$ cat src/hw/lcc_regs.vh
`ifndef LCC_REGS_VH
`define LCC_REGS_VH
// ****************************************
// Register offsets
// ****************************************
`define LCC_ADDR_W 8
`define LCC_OFF_CTRL_FIRST 8'h04
`define LCC_OFF_CFG_FIRST 8'h06
`define LCC_OFF_CTRL_SECOND 8'h08
`define LCC_OFF_CFG_SECOND 8'h0a
// ****************************************
// Control register fields
// ****************************************
`define LCC_B_FLOOD_EN 1
`define LCC_B_TEST_START 2
`define LCC_B_FORCE_ERR 3
`define LCC_B_FAIL 4
`define LCC_B_INIT_DONE 5
`define LCC_B_CHAIN_END 6
`define LCC_B_TX_OFF 7
`define LCC_B_CRC_LO 8
`define LCC_B_CRC_HI 11
`define LCC_B_ISOC_EN 12
`define LCC_B_STOP_TRI 13
`define LCC_B_EXT_CTL 14
// Absent second link: failure, chain end, transmitter off read one
`define LCC_CTRL_SECOND_HARD 16'h00d0
// ****************************************
// Configuration register fields
// ****************************************
`define LCC_B_RXMAX_LO 0
`define LCC_B_RXMAX_HI 2
`define LCC_B_TXMAX_LO 4
`define LCC_B_TXMAX_HI 6
`define LCC_B_RXUSE_LO 8
`define LCC_B_RXUSE_HI 10
`define LCC_B_TXUSE_LO 12
`define LCC_B_TXUSE_HI 14
// Width codes
`define LCC_W8 3'h0
`define LCC_W16 3'h1
`define LCC_W32 3'h3
`define LCC_W2 3'h4
`define LCC_W4 3'h5
`define LCC_WNC 3'h7
// ****************************************
// Timing
// ****************************************
`define LCC_CLK_NS 40
`define LCC_EXT_CTL_NS 50000
`define LCC_EXT_CTL_CYC ((`LCC_EXT_CTL_NS + `LCC_CLK_NS - 1) / `LCC_CLK_NS)
`define LCC_HOLD_BT_WIDE 16
`define LCC_HOLD_BT_4 32
`define LCC_HOLD_BT_2 64
`endif

$ cat src/hw/lcc_link_ctl.v
`timescale 1ns/1ps
`default_nettype none
`include "lcc_regs.vh"
module lcc_link_ctl #(
  parameter [2:0] RX_WIDTH_MAX = `LCC_W8,
  parameter [2:0] TX_WIDTH_MAX = `LCC_W8,
  parameter CRC_TEST_IMPL = 1
) (
  // Clock and reset
  input wire core_clk,
  input wire reset_n,
  // Register port
  input wire [`LCC_ADDR_W-1:0] regAddr,
  input wire [15:0] regWrData,
  input wire regWrEn,
  input wire regRdEn,
  output reg [15:0] regRdData,
  // Chain reset and link events, core clock domain
  input wire chainWarmReset,
  input wire [3:0] rxCrcErrLane,
  input wire protoErr,
  input wire overflowErr,
  input wire linkInitDone,
  input wire crcTestDone,
  input wire bothCtlAsserted,
  input wire fwdIsocPkt,
  // Pins from the link
  input wire linkClkPin,
  input wire cadLane0Pin,
  input wire linkStopPin_n,
  // Link control outputs
  output reg syncFloodOn,
  output reg [3:0] crcCheckLanes,
  output reg [3:0] txCrcBadLanes,
  output reg crcTestRun,
  output reg txIdleMode,
  output reg txHoldStatic,
  output reg txTristate,
  output reg txClkRun,
  output reg txDrop,
  output reg rxIgnore,
  output reg ctlHoldDone,
  output reg isocFcPktEn,
  output reg fwdUseIsocSet,
  output reg [2:0] rxWidthApplied,
  output reg [2:0] txWidthApplied
);
  // ****************************************
  // Helpers
  // ****************************************
  function [3:0] laneMask;
    input [2:0] code;
    begin
      case (code)
        `LCC_W8: laneMask = 4'h1;
        `LCC_W16: laneMask = 4'h3;
        `LCC_W32: laneMask = 4'hf;
        `LCC_W2: laneMask = 4'h1;
        `LCC_W4: laneMask = 4'h1;
        default: laneMask = 4'h0;
      endcase
    end
  endfunction

  function [6:0] holdBitTimes;
    input [2:0] code;
    integer bitTimes;
    begin
      case (code)
        `LCC_W2: bitTimes = `LCC_HOLD_BT_2;
        `LCC_W4: bitTimes = `LCC_HOLD_BT_4;
        default: bitTimes = `LCC_HOLD_BT_WIDE;
      endcase
      holdBitTimes = bitTimes[6:0];
    end
  endfunction

  localparam integer EXT_CTL_INT = `LCC_EXT_CTL_CYC;
  localparam [10:0] EXT_CTL_CYC = EXT_CTL_INT[10:0];

  // ****************************************
  // Pin synchronisers
  // ****************************************
  wire [2:0] pinSync;

  lcc_sync #(.WIDTH(3)) u_sync (
    .core_clk(core_clk),
    .reset_n(reset_n),
    .asyncIn({~linkStopPin_n, cadLane0Pin, linkClkPin}),
    .syncOut(pinSync)
  );

  wire linkClkS = pinSync[0];
  wire cad0S = pinSync[1];
  // Stop travels inverted: synchroniser reset level must mean not stopped
  wire stopS_n = ~pinSync[2];

  // ****************************************
  // State
  // ****************************************
  reg floodEn_r, testStart_r, forceErr_r, fail_r, initDone_r;
  reg chainEnd_r, txOff_r, isoc_flow_enable_r, isocEff_r, stopTri_r, extended_ctl_hold_r;
  reg [3:0] crcErr_r;
  reg [2:0] rxWidth_r, txWidth_r, rxWidthEff_r, txWidthEff_r;
  reg floodCond_r, linkClkPrev_r, stopPrev_r, afterStop_r;
  reg [1:0] relCnt_r;
  reg [10:0] holdCnt_r;

  wire wrCtrl = regWrEn && (regAddr == `LCC_OFF_CTRL_FIRST);
  wire wrCfg = regWrEn && (regAddr == `LCC_OFF_CFG_FIRST);
  wire linkEdge = linkClkS ^ linkClkPrev_r;
  wire stopRelease = stopS_n && !stopPrev_r;
  wire stopActive = !stopS_n;
  // Pins need two cycles through the synchroniser after release
  wire evalUnused = (relCnt_r == 2'h2);
  wire unusedLink = evalUnused && !cad0S;
  wire [3:0] rxLanes = laneMask(RX_WIDTH_MAX) & laneMask(rxWidthEff_r);
  wire [3:0] crcVisible = crcErr_r & rxLanes;
  wire [3:0] crcSet = rxCrcErrLane & rxLanes & {4{!chainEnd_r}};
  wire floodCond = floodEn_r && (|crcVisible);
  // Flood origination only; forwarded sync packets never reach here
  wire floodStart = !chainEnd_r &&
    ((floodCond && !floodCond_r) || protoErr || overflowErr);

  // ****************************************
  // Cold-reset fields
  // ****************************************
  always @(posedge core_clk) begin
    if (!reset_n) begin
      floodEn_r <= 1'b0;
      fail_r <= 1'b0;
      crcErr_r <= 4'h0;
      isoc_flow_enable_r <= 1'b0;
      stopTri_r <= 1'b0;
      extended_ctl_hold_r <= 1'b0;
      rxWidth_r <= RX_WIDTH_MAX;
      txWidth_r <= TX_WIDTH_MAX;
      floodCond_r <= 1'b0;
    end else begin
      floodCond_r <= floodCond;
      if (wrCtrl) begin
        floodEn_r <= regWrData[`LCC_B_FLOOD_EN];
        isoc_flow_enable_r <= regWrData[`LCC_B_ISOC_EN];
        stopTri_r <= regWrData[`LCC_B_STOP_TRI];
        extended_ctl_hold_r <= regWrData[`LCC_B_EXT_CTL];
      end
      if (wrCfg) begin
        rxWidth_r <= regWrData[`LCC_B_RXUSE_HI:`LCC_B_RXUSE_LO];
        txWidth_r <= regWrData[`LCC_B_TXUSE_HI:`LCC_B_TXUSE_LO];
      end
      // Set wins over a write-one clear
      if (floodStart || unusedLink) begin
        fail_r <= 1'b1;
      end else if (wrCtrl && regWrData[`LCC_B_FAIL]) begin
        fail_r <= 1'b0;
      end
      crcErr_r <= crcSet |
        (crcErr_r & ~({4{wrCtrl}} &
        regWrData[`LCC_B_CRC_HI:`LCC_B_CRC_LO]));
    end
  end

  // ****************************************
  // Warm chain reset fields
  // ****************************************
  always @(posedge core_clk) begin
    if (!reset_n || chainWarmReset) begin
      testStart_r <= 1'b0;
      forceErr_r <= 1'b0;
      initDone_r <= 1'b0;
      chainEnd_r <= 1'b0;
      txOff_r <= 1'b0;
      syncFloodOn <= 1'b0;
      relCnt_r <= 2'h0;
    end else begin
      if (relCnt_r != 2'h3) begin
        relCnt_r <= relCnt_r + 2'h1;
      end
      if (wrCtrl) begin
        forceErr_r <= regWrData[`LCC_B_FORCE_ERR];
      end
      if (wrCtrl && CRC_TEST_IMPL != 0) begin
        testStart_r <= regWrData[`LCC_B_TEST_START];
      end else if (crcTestDone) begin
        testStart_r <= 1'b0;
      end
      if (linkInitDone) begin
        initDone_r <= 1'b1;
      end
      if (unusedLink || (wrCtrl && regWrData[`LCC_B_CHAIN_END])) begin
        chainEnd_r <= 1'b1;
      end
      if (wrCtrl && regWrData[`LCC_B_TX_OFF]) begin
        txOff_r <= 1'b1;
      end
      if (floodStart) begin
        syncFloodOn <= 1'b1;
      end
    end
  end

  // ****************************************
  // Deferred configuration
  // ****************************************
  always @(posedge core_clk) begin
    if (!reset_n) begin
      rxWidthEff_r <= RX_WIDTH_MAX;
      txWidthEff_r <= TX_WIDTH_MAX;
      isocEff_r <= 1'b0;
      stopPrev_r <= 1'b1;
    end else begin
      stopPrev_r <= stopS_n;
      if (chainWarmReset || stopRelease) begin
        rxWidthEff_r <= rxWidth_r;
        txWidthEff_r <= txWidth_r;
      end
      if (chainWarmReset) begin
        isocEff_r <= isoc_flow_enable_r;
      end
    end
  end

  // ****************************************
  // Control line hold after stop
  // ****************************************
  always @(posedge core_clk) begin
    if (!reset_n) begin
      linkClkPrev_r <= 1'b0;
      afterStop_r <= 1'b0;
      holdCnt_r <= 11'h000;
      ctlHoldDone <= 1'b0;
    end else begin
      linkClkPrev_r <= linkClkS;
      if (stopActive) begin
        afterStop_r <= 1'b1;
      end else if (linkInitDone) begin
        afterStop_r <= 1'b0;
      end
      if (!bothCtlAsserted || stopActive) begin
        holdCnt_r <= 11'h000;
        ctlHoldDone <= 1'b0;
      end else if (afterStop_r && extended_ctl_hold_r) begin
        // Extended hold counts core cycles: DLL lock time, not bits
        if (holdCnt_r >= EXT_CTL_CYC - 11'h001) begin
          ctlHoldDone <= 1'b1;
        end else begin
          holdCnt_r <= holdCnt_r + 11'h001;
        end
      end else if (linkEdge) begin
        // Each link clock edge is one bit-time on a double-rate link
        if (holdCnt_r >= {4'h0, holdBitTimes(txWidthEff_r)} - 11'h001) begin
          ctlHoldDone <= 1'b1;
        end else begin
          holdCnt_r <= holdCnt_r + 11'h001;
        end
      end
    end
  end

  // ****************************************
  // Link-facing outputs
  // ****************************************
  always @(posedge core_clk) begin
    if (!reset_n) begin
      crcCheckLanes <= 4'h0;
      txCrcBadLanes <= 4'h0;
      crcTestRun <= 1'b0;
      txIdleMode <= 1'b0;
      txHoldStatic <= 1'b0;
      txTristate <= 1'b0;
      txClkRun <= 1'b0;
      txDrop <= 1'b0;
      rxIgnore <= 1'b0;
      isocFcPktEn <= 1'b0;
      fwdUseIsocSet <= 1'b0;
      rxWidthApplied <= RX_WIDTH_MAX;
      txWidthApplied <= TX_WIDTH_MAX;
    end else begin
      crcCheckLanes <= rxLanes & {4{!chainEnd_r}};
      txCrcBadLanes <= {4{forceErr_r}} &
        laneMask(TX_WIDTH_MAX) & laneMask(txWidthEff_r);
      crcTestRun <= testStart_r;
      txIdleMode <= chainEnd_r && !txOff_r;
      txHoldStatic <= txOff_r || (stopActive && !stopTri_r);
      txTristate <= stopActive && stopTri_r && !txOff_r;
      txClkRun <= !txOff_r && !(stopActive && stopTri_r);
      txDrop <= chainEnd_r;
      rxIgnore <= chainEnd_r || stopActive;
      isocFcPktEn <= isocEff_r;
      fwdUseIsocSet <= fwdIsocPkt && isocEff_r;
      rxWidthApplied <= rxWidthEff_r;
      txWidthApplied <= txWidthEff_r;
    end
  end

  // ****************************************
  // Register read
  // ****************************************
  reg [15:0] rdMux;

  always @* begin
    rdMux = 16'h0000;
    if (regAddr == `LCC_OFF_CTRL_FIRST) begin
      rdMux[`LCC_B_FLOOD_EN] = floodEn_r;
      rdMux[`LCC_B_TEST_START] = testStart_r;
      rdMux[`LCC_B_FORCE_ERR] = forceErr_r;
      rdMux[`LCC_B_FAIL] = fail_r;
      rdMux[`LCC_B_INIT_DONE] = initDone_r;
      rdMux[`LCC_B_CHAIN_END] = chainEnd_r;
      rdMux[`LCC_B_TX_OFF] = txOff_r;
      rdMux[`LCC_B_CRC_HI:`LCC_B_CRC_LO] = crcVisible;
      rdMux[`LCC_B_ISOC_EN] = isoc_flow_enable_r;
      rdMux[`LCC_B_STOP_TRI] = stopTri_r;
      rdMux[`LCC_B_EXT_CTL] = extended_ctl_hold_r;
    end else if (regAddr == `LCC_OFF_CFG_FIRST) begin
      rdMux[`LCC_B_RXMAX_HI:`LCC_B_RXMAX_LO] = RX_WIDTH_MAX;
      rdMux[`LCC_B_TXMAX_HI:`LCC_B_TXMAX_LO] = TX_WIDTH_MAX;
      rdMux[`LCC_B_RXUSE_HI:`LCC_B_RXUSE_LO] = rxWidth_r;
      rdMux[`LCC_B_TXUSE_HI:`LCC_B_TXUSE_LO] = txWidth_r;
    end else if (regAddr == `LCC_OFF_CTRL_SECOND) begin
      rdMux = `LCC_CTRL_SECOND_HARD;
    end else begin
      rdMux = 16'h0000;
    end
  end

  // Data only in the cycle after the strobe, zero otherwise
  always @(posedge core_clk) begin
    if (!reset_n) begin
      regRdData <= 16'h0000;
    end else if (regRdEn) begin
      regRdData <= rdMux;
    end else begin
      regRdData <= 16'h0000;
    end
  end
endmodule
`default_nettype wire

$ cat src/hw/lcc_sync.v
`timescale 1ns/1ps
`default_nettype none
module lcc_sync #(
  parameter WIDTH = 1
) (
  // Clock and reset
  input wire core_clk,
  input wire reset_n,
  // Data
  input wire [WIDTH-1:0] asyncIn,
  output wire [WIDTH-1:0] syncOut
);
  reg [WIDTH-1:0] meta_r;
  reg [WIDTH-1:0] stable_r;

  always @(posedge core_clk) begin
    if (!reset_n) begin
      meta_r <= {WIDTH{1'b0}};
      stable_r <= {WIDTH{1'b0}};
    end else begin
      meta_r <= asyncIn;
      stable_r <= meta_r;
    end
  end

  assign syncOut = stable_r;
endmodule
`default_nettype wire
$ cat config.mk
export PLATFORM = sky130hd
export DESIGN_NAME = lcc_link_ctl
export DESIGN_NICKNAME = d
export VERILOG_FILES = /design/src/hw/lcc_link_ctl.v /design/src/hw/lcc_sync.v
export VERILOG_INCLUDE_DIRS = /design/src /design/src/hw
export SDC_FILE = /design/constraint.sdc
export NUM_CORES = 1
export LEC_CHECK = 0
export BUFFER_PORTS_ARGS = -buffer_cell sky130_fd_sc_hd__buf_2
export CAP_MARGIN = 0
export CORE_UTILIZATION = 40
export CTS_CLUSTER_SIZE = 20
export DETAILED_ROUTE_END_ITERATION = 12
export PLACE_DENSITY = 0.66
export SLEW_MARGIN = 15
export SYNTH_ARGS = -nofsm -noshare
export SYNTH_HDL_FRONTEND = slang
export SYNTH_SLANG_ARGS = --single-unit
$ cat constraint.sdc
create_clock -name core_clk -period 3.63 [get_ports core_clk]
set_clock_uncertainty 0.15 [all_clocks]
set_input_delay 0.726 -clock core_clk [delete_from_list [all_inputs] [get_ports core_clk]]
set_output_delay 0.726 -clock core_clk [all_outputs]
set_load 0.03 [all_outputs]
# ---- After elaboration in Yosys (flattened, before gate mapping)
# Index checks and enable logic that the tools add are counted.
# Widths: inputs -> output; s select.
dict set report word_totals {
  elab_cells 157
  register_bits 91
  out_inout_bits 41
  in_bits 42
}
dict set report op_classes {
  n_bitwise 14
  magnitude_cmp 2
  n_eq_ne 16
  mux 31
  add_sub_neg 3
  n_reduce_logical 50
}
# op n
set op_table {}
lappend op_table {{$mux 11} 4}
lappend op_table {{$mux 7} 4}
lappend op_table {{$logic_and 1x1->1} 17}
lappend op_table {{$eq 8x3->1 const B} 2}
lappend op_table {{$mux 14} 1}
lappend op_table {{$pmux 7 s2} 1}
lappend op_table {{$mux 1} 13}
lappend op_table {{$and 4x4->4} 3}
lappend op_table {{$eq 3x3->1 const B} 4}
lappend op_table {{$mux 3} 4}
lappend op_table {{$pmux 4 s3} 1}
lappend op_table {{$add 11x1->11 const B} 1}
lappend op_table {{$ge 11x11->1} 1}
lappend op_table {{$ge 11x11->1 const B} 1}
lappend op_table {{$reduce_bool 2->1} 5}
lappend op_table {{$logic_not 1->1} 9}
lappend op_table {{$logic_or 1x1->1} 9}
lappend op_table {{$and 1x4->4} 2}
lappend op_table {{$and 4x1->4} 2}
lappend op_table {{$eq 8x4->1 const B} 1}
lappend op_table {{$mux 8} 1}
lappend op_table {{$reduce_or 4->1} 2}
lappend op_table {{$sub 7x1->8 const B} 1}
lappend op_table {{$eq 3x1->1 const B} 2}
lappend op_table {{16 further kinds} 25}

# ---- Logic depth before layout (Yosys ltp)
dict set report logic_depth {
  ltp_word 12
  ltp_mapped 10
  mapped_depth_nobuf 8
}

# ---- By module
# A second synthesis with hierarchy kept.
dict set report hier_totals {
  cells_unflattened 311
  hier_area_um2 3098.0
}
# mod seq_area_each_um2 area_per_inst_um2 n_inst cells_per_inst
set by_module_without_submodules {}
lappend by_module_without_submodules {lcc_link_ctl 1461.4 2940.3 1 299}
lappend by_module_without_submodules {lcc_sync 120.1 157.7 1 12}

# ---- Worst setup path after synthesis
# Ideal clock, no wire load.
dict set report synth_timing {
  path_type {register to register}
  from {register txWidthEff_r[1]}
  to {register holdCnt_r[9]}
  synth_period_minus_slack_ns 2.478
  slack_ns 1.152
  path_buffers 2
  setup_time_ns 0.069
  stages_incl_launch_ff 11
  t_arrival_ns 2.260
  required_ns 3.411
  path_cell_list {dfxtp_1 > nand2b_1 > or2_2 > ha_1 > nand2_1 > nor3_1 > or4_1 > buf_2 > buf_6 > a2111o_1 > o21ai_1}
}
dict set report synth_via {
  elab_chain_len 10
  word_cells_on_any_way 11
  cone_classes {add/sub (1); order compare (1); eq/ne (3); mux (5); reduce/logical (1)}
}
# item line
set synth_rtl {}
lappend synth_rtl {{start, declared} lcc_link_ctl.v:104} ;# reg [2:0] rxWidth_r, txWidth_r, rxWidthEff_r, txWidthEff_r;
lappend synth_rtl {{start signal, assigned} lcc_link_ctl.v:215} ;# txWidthEff_r <= txWidth_r;
lappend synth_rtl {{$eq 3x3->1} lcc_link_ctl.v:69} ;# case (code)
lappend synth_rtl {{$pmux 7 s2 *} lcc_link_ctl.v:69}
lappend synth_rtl {{$mux 7 *} lcc_link_ctl.v:249} ;# end else if (linkEdge) begin
lappend synth_rtl {{$mux 7 *} lcc_link_ctl.v:242} ;# end else if (afterStop_r && extended_ctl_hold_r) begin
lappend synth_rtl {{$mux 7 *} lcc_link_ctl.v:239} ;# if (!bothCtlAsserted || stopActive) begin
lappend synth_rtl {{$mux 7 *} lcc_link_ctl.v:227} ;# if (!reset_n) begin
lappend synth_rtl {{$sub 7x1->8 *} lcc_link_ctl.v:251} ;# if (holdCnt_r >= {4'h0, holdBitTimes(txWidthEff_r)} - 11'h001) begin
lappend synth_rtl {{$ge 11x11->1 *} lcc_link_ctl.v:251}
lappend synth_rtl {{$ne 2x2->1 (no line) *} n/a}
lappend synth_rtl {{$reduce_and 3->1 (no line) *} n/a}
lappend synth_rtl {{end signal, assigned} lcc_link_ctl.v:247} ;# holdCnt_r <= holdCnt_r + 11'h001;
lappend synth_rtl {{end signal, assigned} lcc_link_ctl.v:254} ;# holdCnt_r <= holdCnt_r + 11'h001;
lappend synth_rtl {{end, declared} lcc_link_ctl.v:107} ;# reg [10:0] holdCnt_r;
# Mark *: on every way between the ends. The rest lies on a longest branch, timed or not. The select of a mux whose other input is x is not followed.
# A chain may end at the register's enable or synchronous reset.

# ---- Worst setup path in the final report
dict set report layout_timing {
  from {register txWidthEff_r[1]}
  to {register holdCnt_r[4]}
}
# The elaborated chain is that of the path after synthesis.

==> flow_metrics.py <==
metrics = {
    "run_status": {
        "outcome": "completed",
    },
    "global_routing": {
        "grt_pass1_vias": 2264,
        "overflow": 0,
        "grt_max_degree": 43,
        "grt_usage_pct": 16.90,
        "grt_antenna_before_repair": 0,
        "grt_pass1_wl_um": 10750,
    },
    "clock_network": {
        "ctsHoldBuffers": 0,
        "clk_pin_slew_ns": 0.08,
        "cts_tree": "done",
        "insertion_delay_ns": 0.35,
        "ctsRootBufferMaster": "clkbuf_8",
        "cts_setup_buffers": 0,
        "cts_buffer_depth": 2,
        "cts_made_buffers": 9,
        "cts.repair.resized": 0,
        "clock-sinks": 79,
        "cts_max_level": 3,
    },
    "place": {
        "dp_hpwl_um": 4539,
        "placed_area_um2": 3491,
        "port_buffers": 66,
        "dp_slack_ns": 0.8749,
        "place.gp.congestion": 0.8356,
    },
    "hold_path": {
        "hold_start": "u_sync.meta_r[1]",
        "hold_depth": 1,
        "worstHoldEndpoint": "u_sync.syncOut[1]",
        "hold_path.class": "flop to flop",
    },
    "synth": {
        "syn_inst": 315,
        "ys_types": 49,
        "synth_seq_cells": 79,
        "synth.yosys.seq_area_share_pct": 50.84,
        "synth_largest_area_cell": "dfxtp_1",
        "synth_top_area_share_pct": 50.84,
        "synth_area_um2": 3110,
        "syn_avg_cell_area_um2": 9.875,
        "synthTopCellsByArea": "dfxtp_1 51%, mux2i_1 5.8%, nor2b_1 4.4%",
        "yosysWarnings": 0,
    },
    "sta": {
        "period_share_pct": 75.18,
        "rsz0062_at_grt": "false",
        "layout_min_cycle_time_ns": 2.729,
        "fmax_mhz": 366.4,
        "setup_viol": 0,
        "fin_tns_setup_ns": 0,
        "setup_ws_ns": 0.9009,
        "slew_headroom_pct": 44.55,
        "tightest_slew_ns": 0.8300,
        "drv_slew": 0,
        "hold_viol": 0,
    },
    "critical_path": {
        "cp_slowest_stage_delay_ns": 0.73,
        "cp.required_ns": 3.75,
        "critPathMaxFanout": 15,
        "reg2reg_slack_ns": 0.90,
        "path_class": "flop to flop",
        "start_kind": "flop",
        "r2r-end": "holdCnt_r[4]",
        "r2r-start": "txWidthEff_r[1]",
        "crit_slowest_cell": "or4_1",
        "worst-endpoint-arrival_ns": 2.85,
        "worstPathCellList": "nand2b_1 > or2_2 > ha_1 > nand2_1 > nor3_1 > or4_1 > a2111o_1 > o21ai_0",
        "rr_worst_depth": 8,
        "end_kind": "flop",
    },
    "route": {
        "routed_wl_um": 6370,
        "vias": 2393,
        "routedWlPerCell_um": 13.11,
        "vias_per_cell": 4.924,
        "firstDrtPassIters": 4,
        "drt-initial-drc-count": 99,
        "drc": 0,
        "drt.antenna.violating_nets": 0,
    },
    "die": {
        "rows": 31,
        "die_w_um": 90.18,
        "ioPinCount": 83,
        "die_area_um2": 8132,
        "coreArea_um2": 7370,
        "start_util_pct": 42.21,
        "die_h_um": 90.18,
    },
    "power_and_ir_drop": {
        "power_leakage_uw": 0.001606,
        "ir_worst_vdd_v": 0.0003241,
        "power.density_nw_per_um2": 455.0,
    },
    "final_layout": {
        "antennaDiodeCount": 0,
        "area.growth.synth_to_final_pct": 19.31,
        "drive_gt1_share_pct": 24.03,
        "stdcell_area_um2": 3711,
        "fin_util_pct": 50.36,
        "fin_nets": 431,
    },
    "flow_run": {
        "drv_cap": 0,
    },
}
[flip-flops by register name, summed over array words and instances, names as in the netlist, 2 cells and up]
signal          cells
holdCnt_r          11
regRdData          13
relCnt_r            2
rxWidthApplied      3
rxWidthEff_r        3
rxWidth_r           3
txWidthApplied      3
txWidthEff_r        3
txWidth_r           3
u_sync.meta_r       3
u_sync.syncOut      3
[stage by stage]
step | hold WS [ns] | cells | power (µW)
final | 0.2868 | 486 | 1689
after global routing | 0.3059 | 486 | 1764
after CTS | 0.2889 | 486 | 1709
after detailed placement | 0.2687 | 470 | 996.6
after global placement | 0.2657 | 470 | 995.2
after floorplan | 0.2619 | 323 | 971.2
[worst max-delay path, delay by kind of cell (launching register included)]
family	cells	cell delay, ns
adder cells (fa/ha/maj)	1	0.28
flip-flops	1	0.34
AND/OR/NAND/NOR	5	1.34
AO/OA/AOI/OAI	2	0.56
[worst max path at each step]
stage                               start            to
final                     txWidthEff_r[1]  holdCnt_r[4]
after global routing      txWidthEff_r[1]  holdCnt_r[6]
after CTS                 txWidthEff_r[1]  holdCnt_r[4]
after detailed placement       regAddr[5]  regRdData[8]
after global placement         regAddr[5]  regRdData[8]
after floorplan           txWidthEff_r[1]  holdCnt_r[9]
[power breakdown]
group,internal (µW),total [µW],switching [µW]
sequential,877,884,7.09
clock,391,713,322
combinational,34.6,91.0,56.4
total,1300,1690,386
[synth_stat cells, drive strengths merged]
master  number
a2111o       7
a211oi       2
a21boi       2
a21oi       19
a22o         3
a31oi        2
a32o         2
and2        21
and3         5
and4         1
and4b        1
buf         14
clkbuf       7
conb         2
dfxtp       79
ha           7
inv          6
mux2i       18
nand2       26
nand2b       6
nand3        6
nand4        3
nand4b       1
nor2        17
nor2b       22
nor3         3
nor3b        1
nor4         3
nor4b        1
o21a         3
o21ai       11
o21ba        1
o21bai       1
o311ai       1
o31a         1
or2          2
or3          2
or3b         1
or4          3
xnor2        1
xor2         1
[kinds of logic (layout without fill, tap and decap cells)]
family	after synthesis	count (layout)	share of synthesized area (%)
other cells	2	10	0.2414
simple gates	125	125	22.49
fa+ha+maj	7	7	2.816
mux	18	18	5.792
xor+xnor	2	2	0.5633
buf+inv	27	91	4.787
flops	79	79	50.84
compound gates	55	55	12.47
[per-layer routing]
metal,wire [µm],global-route usage [%]
met1,2845,20.09
met2,3038,27.48
met3,351,5.076
met4,134,8.737
met5,0,0
[cell usage in the layout (no fill, tap or decap), types with 2 or more instances in the layout]
cell type,count
nor2_1,17
nand4_1,3
a31oi_1,2
buf_4,3
dfxtp_1,79
inv_1,6
conb_1,10
a32o_1,2
buf_2,66
clkbuf_8,9
nor4_1,2
nor3_1,3
or4_1,3
nand2b_1,6
ha_1,7
mux2i_1,18
nor2b_1,22
clkinvlp_4,2
and2_1,20
a21oi_1,19
a22o_1,3
or2_2,2
bufinv_16,2
and3_1,5
a21boi_0,2
nand2_1,26
o21ai_0,10
o21a_1,3
nand3_1,5
or3_1,2
a2111o_1,7
[area by class of cell]
cell class                 count  area, µm²
clock inverter                 6      92.59
fill                         708       3659
inverter                       6      22.52
timing repair buffer          69      352.8
multi-input combinational    217       1410
sequential                    79       1582
clock buffer                  10      127.6
tap                           99      123.9
No activity file was read; power rests on OpenSTA's default activity.
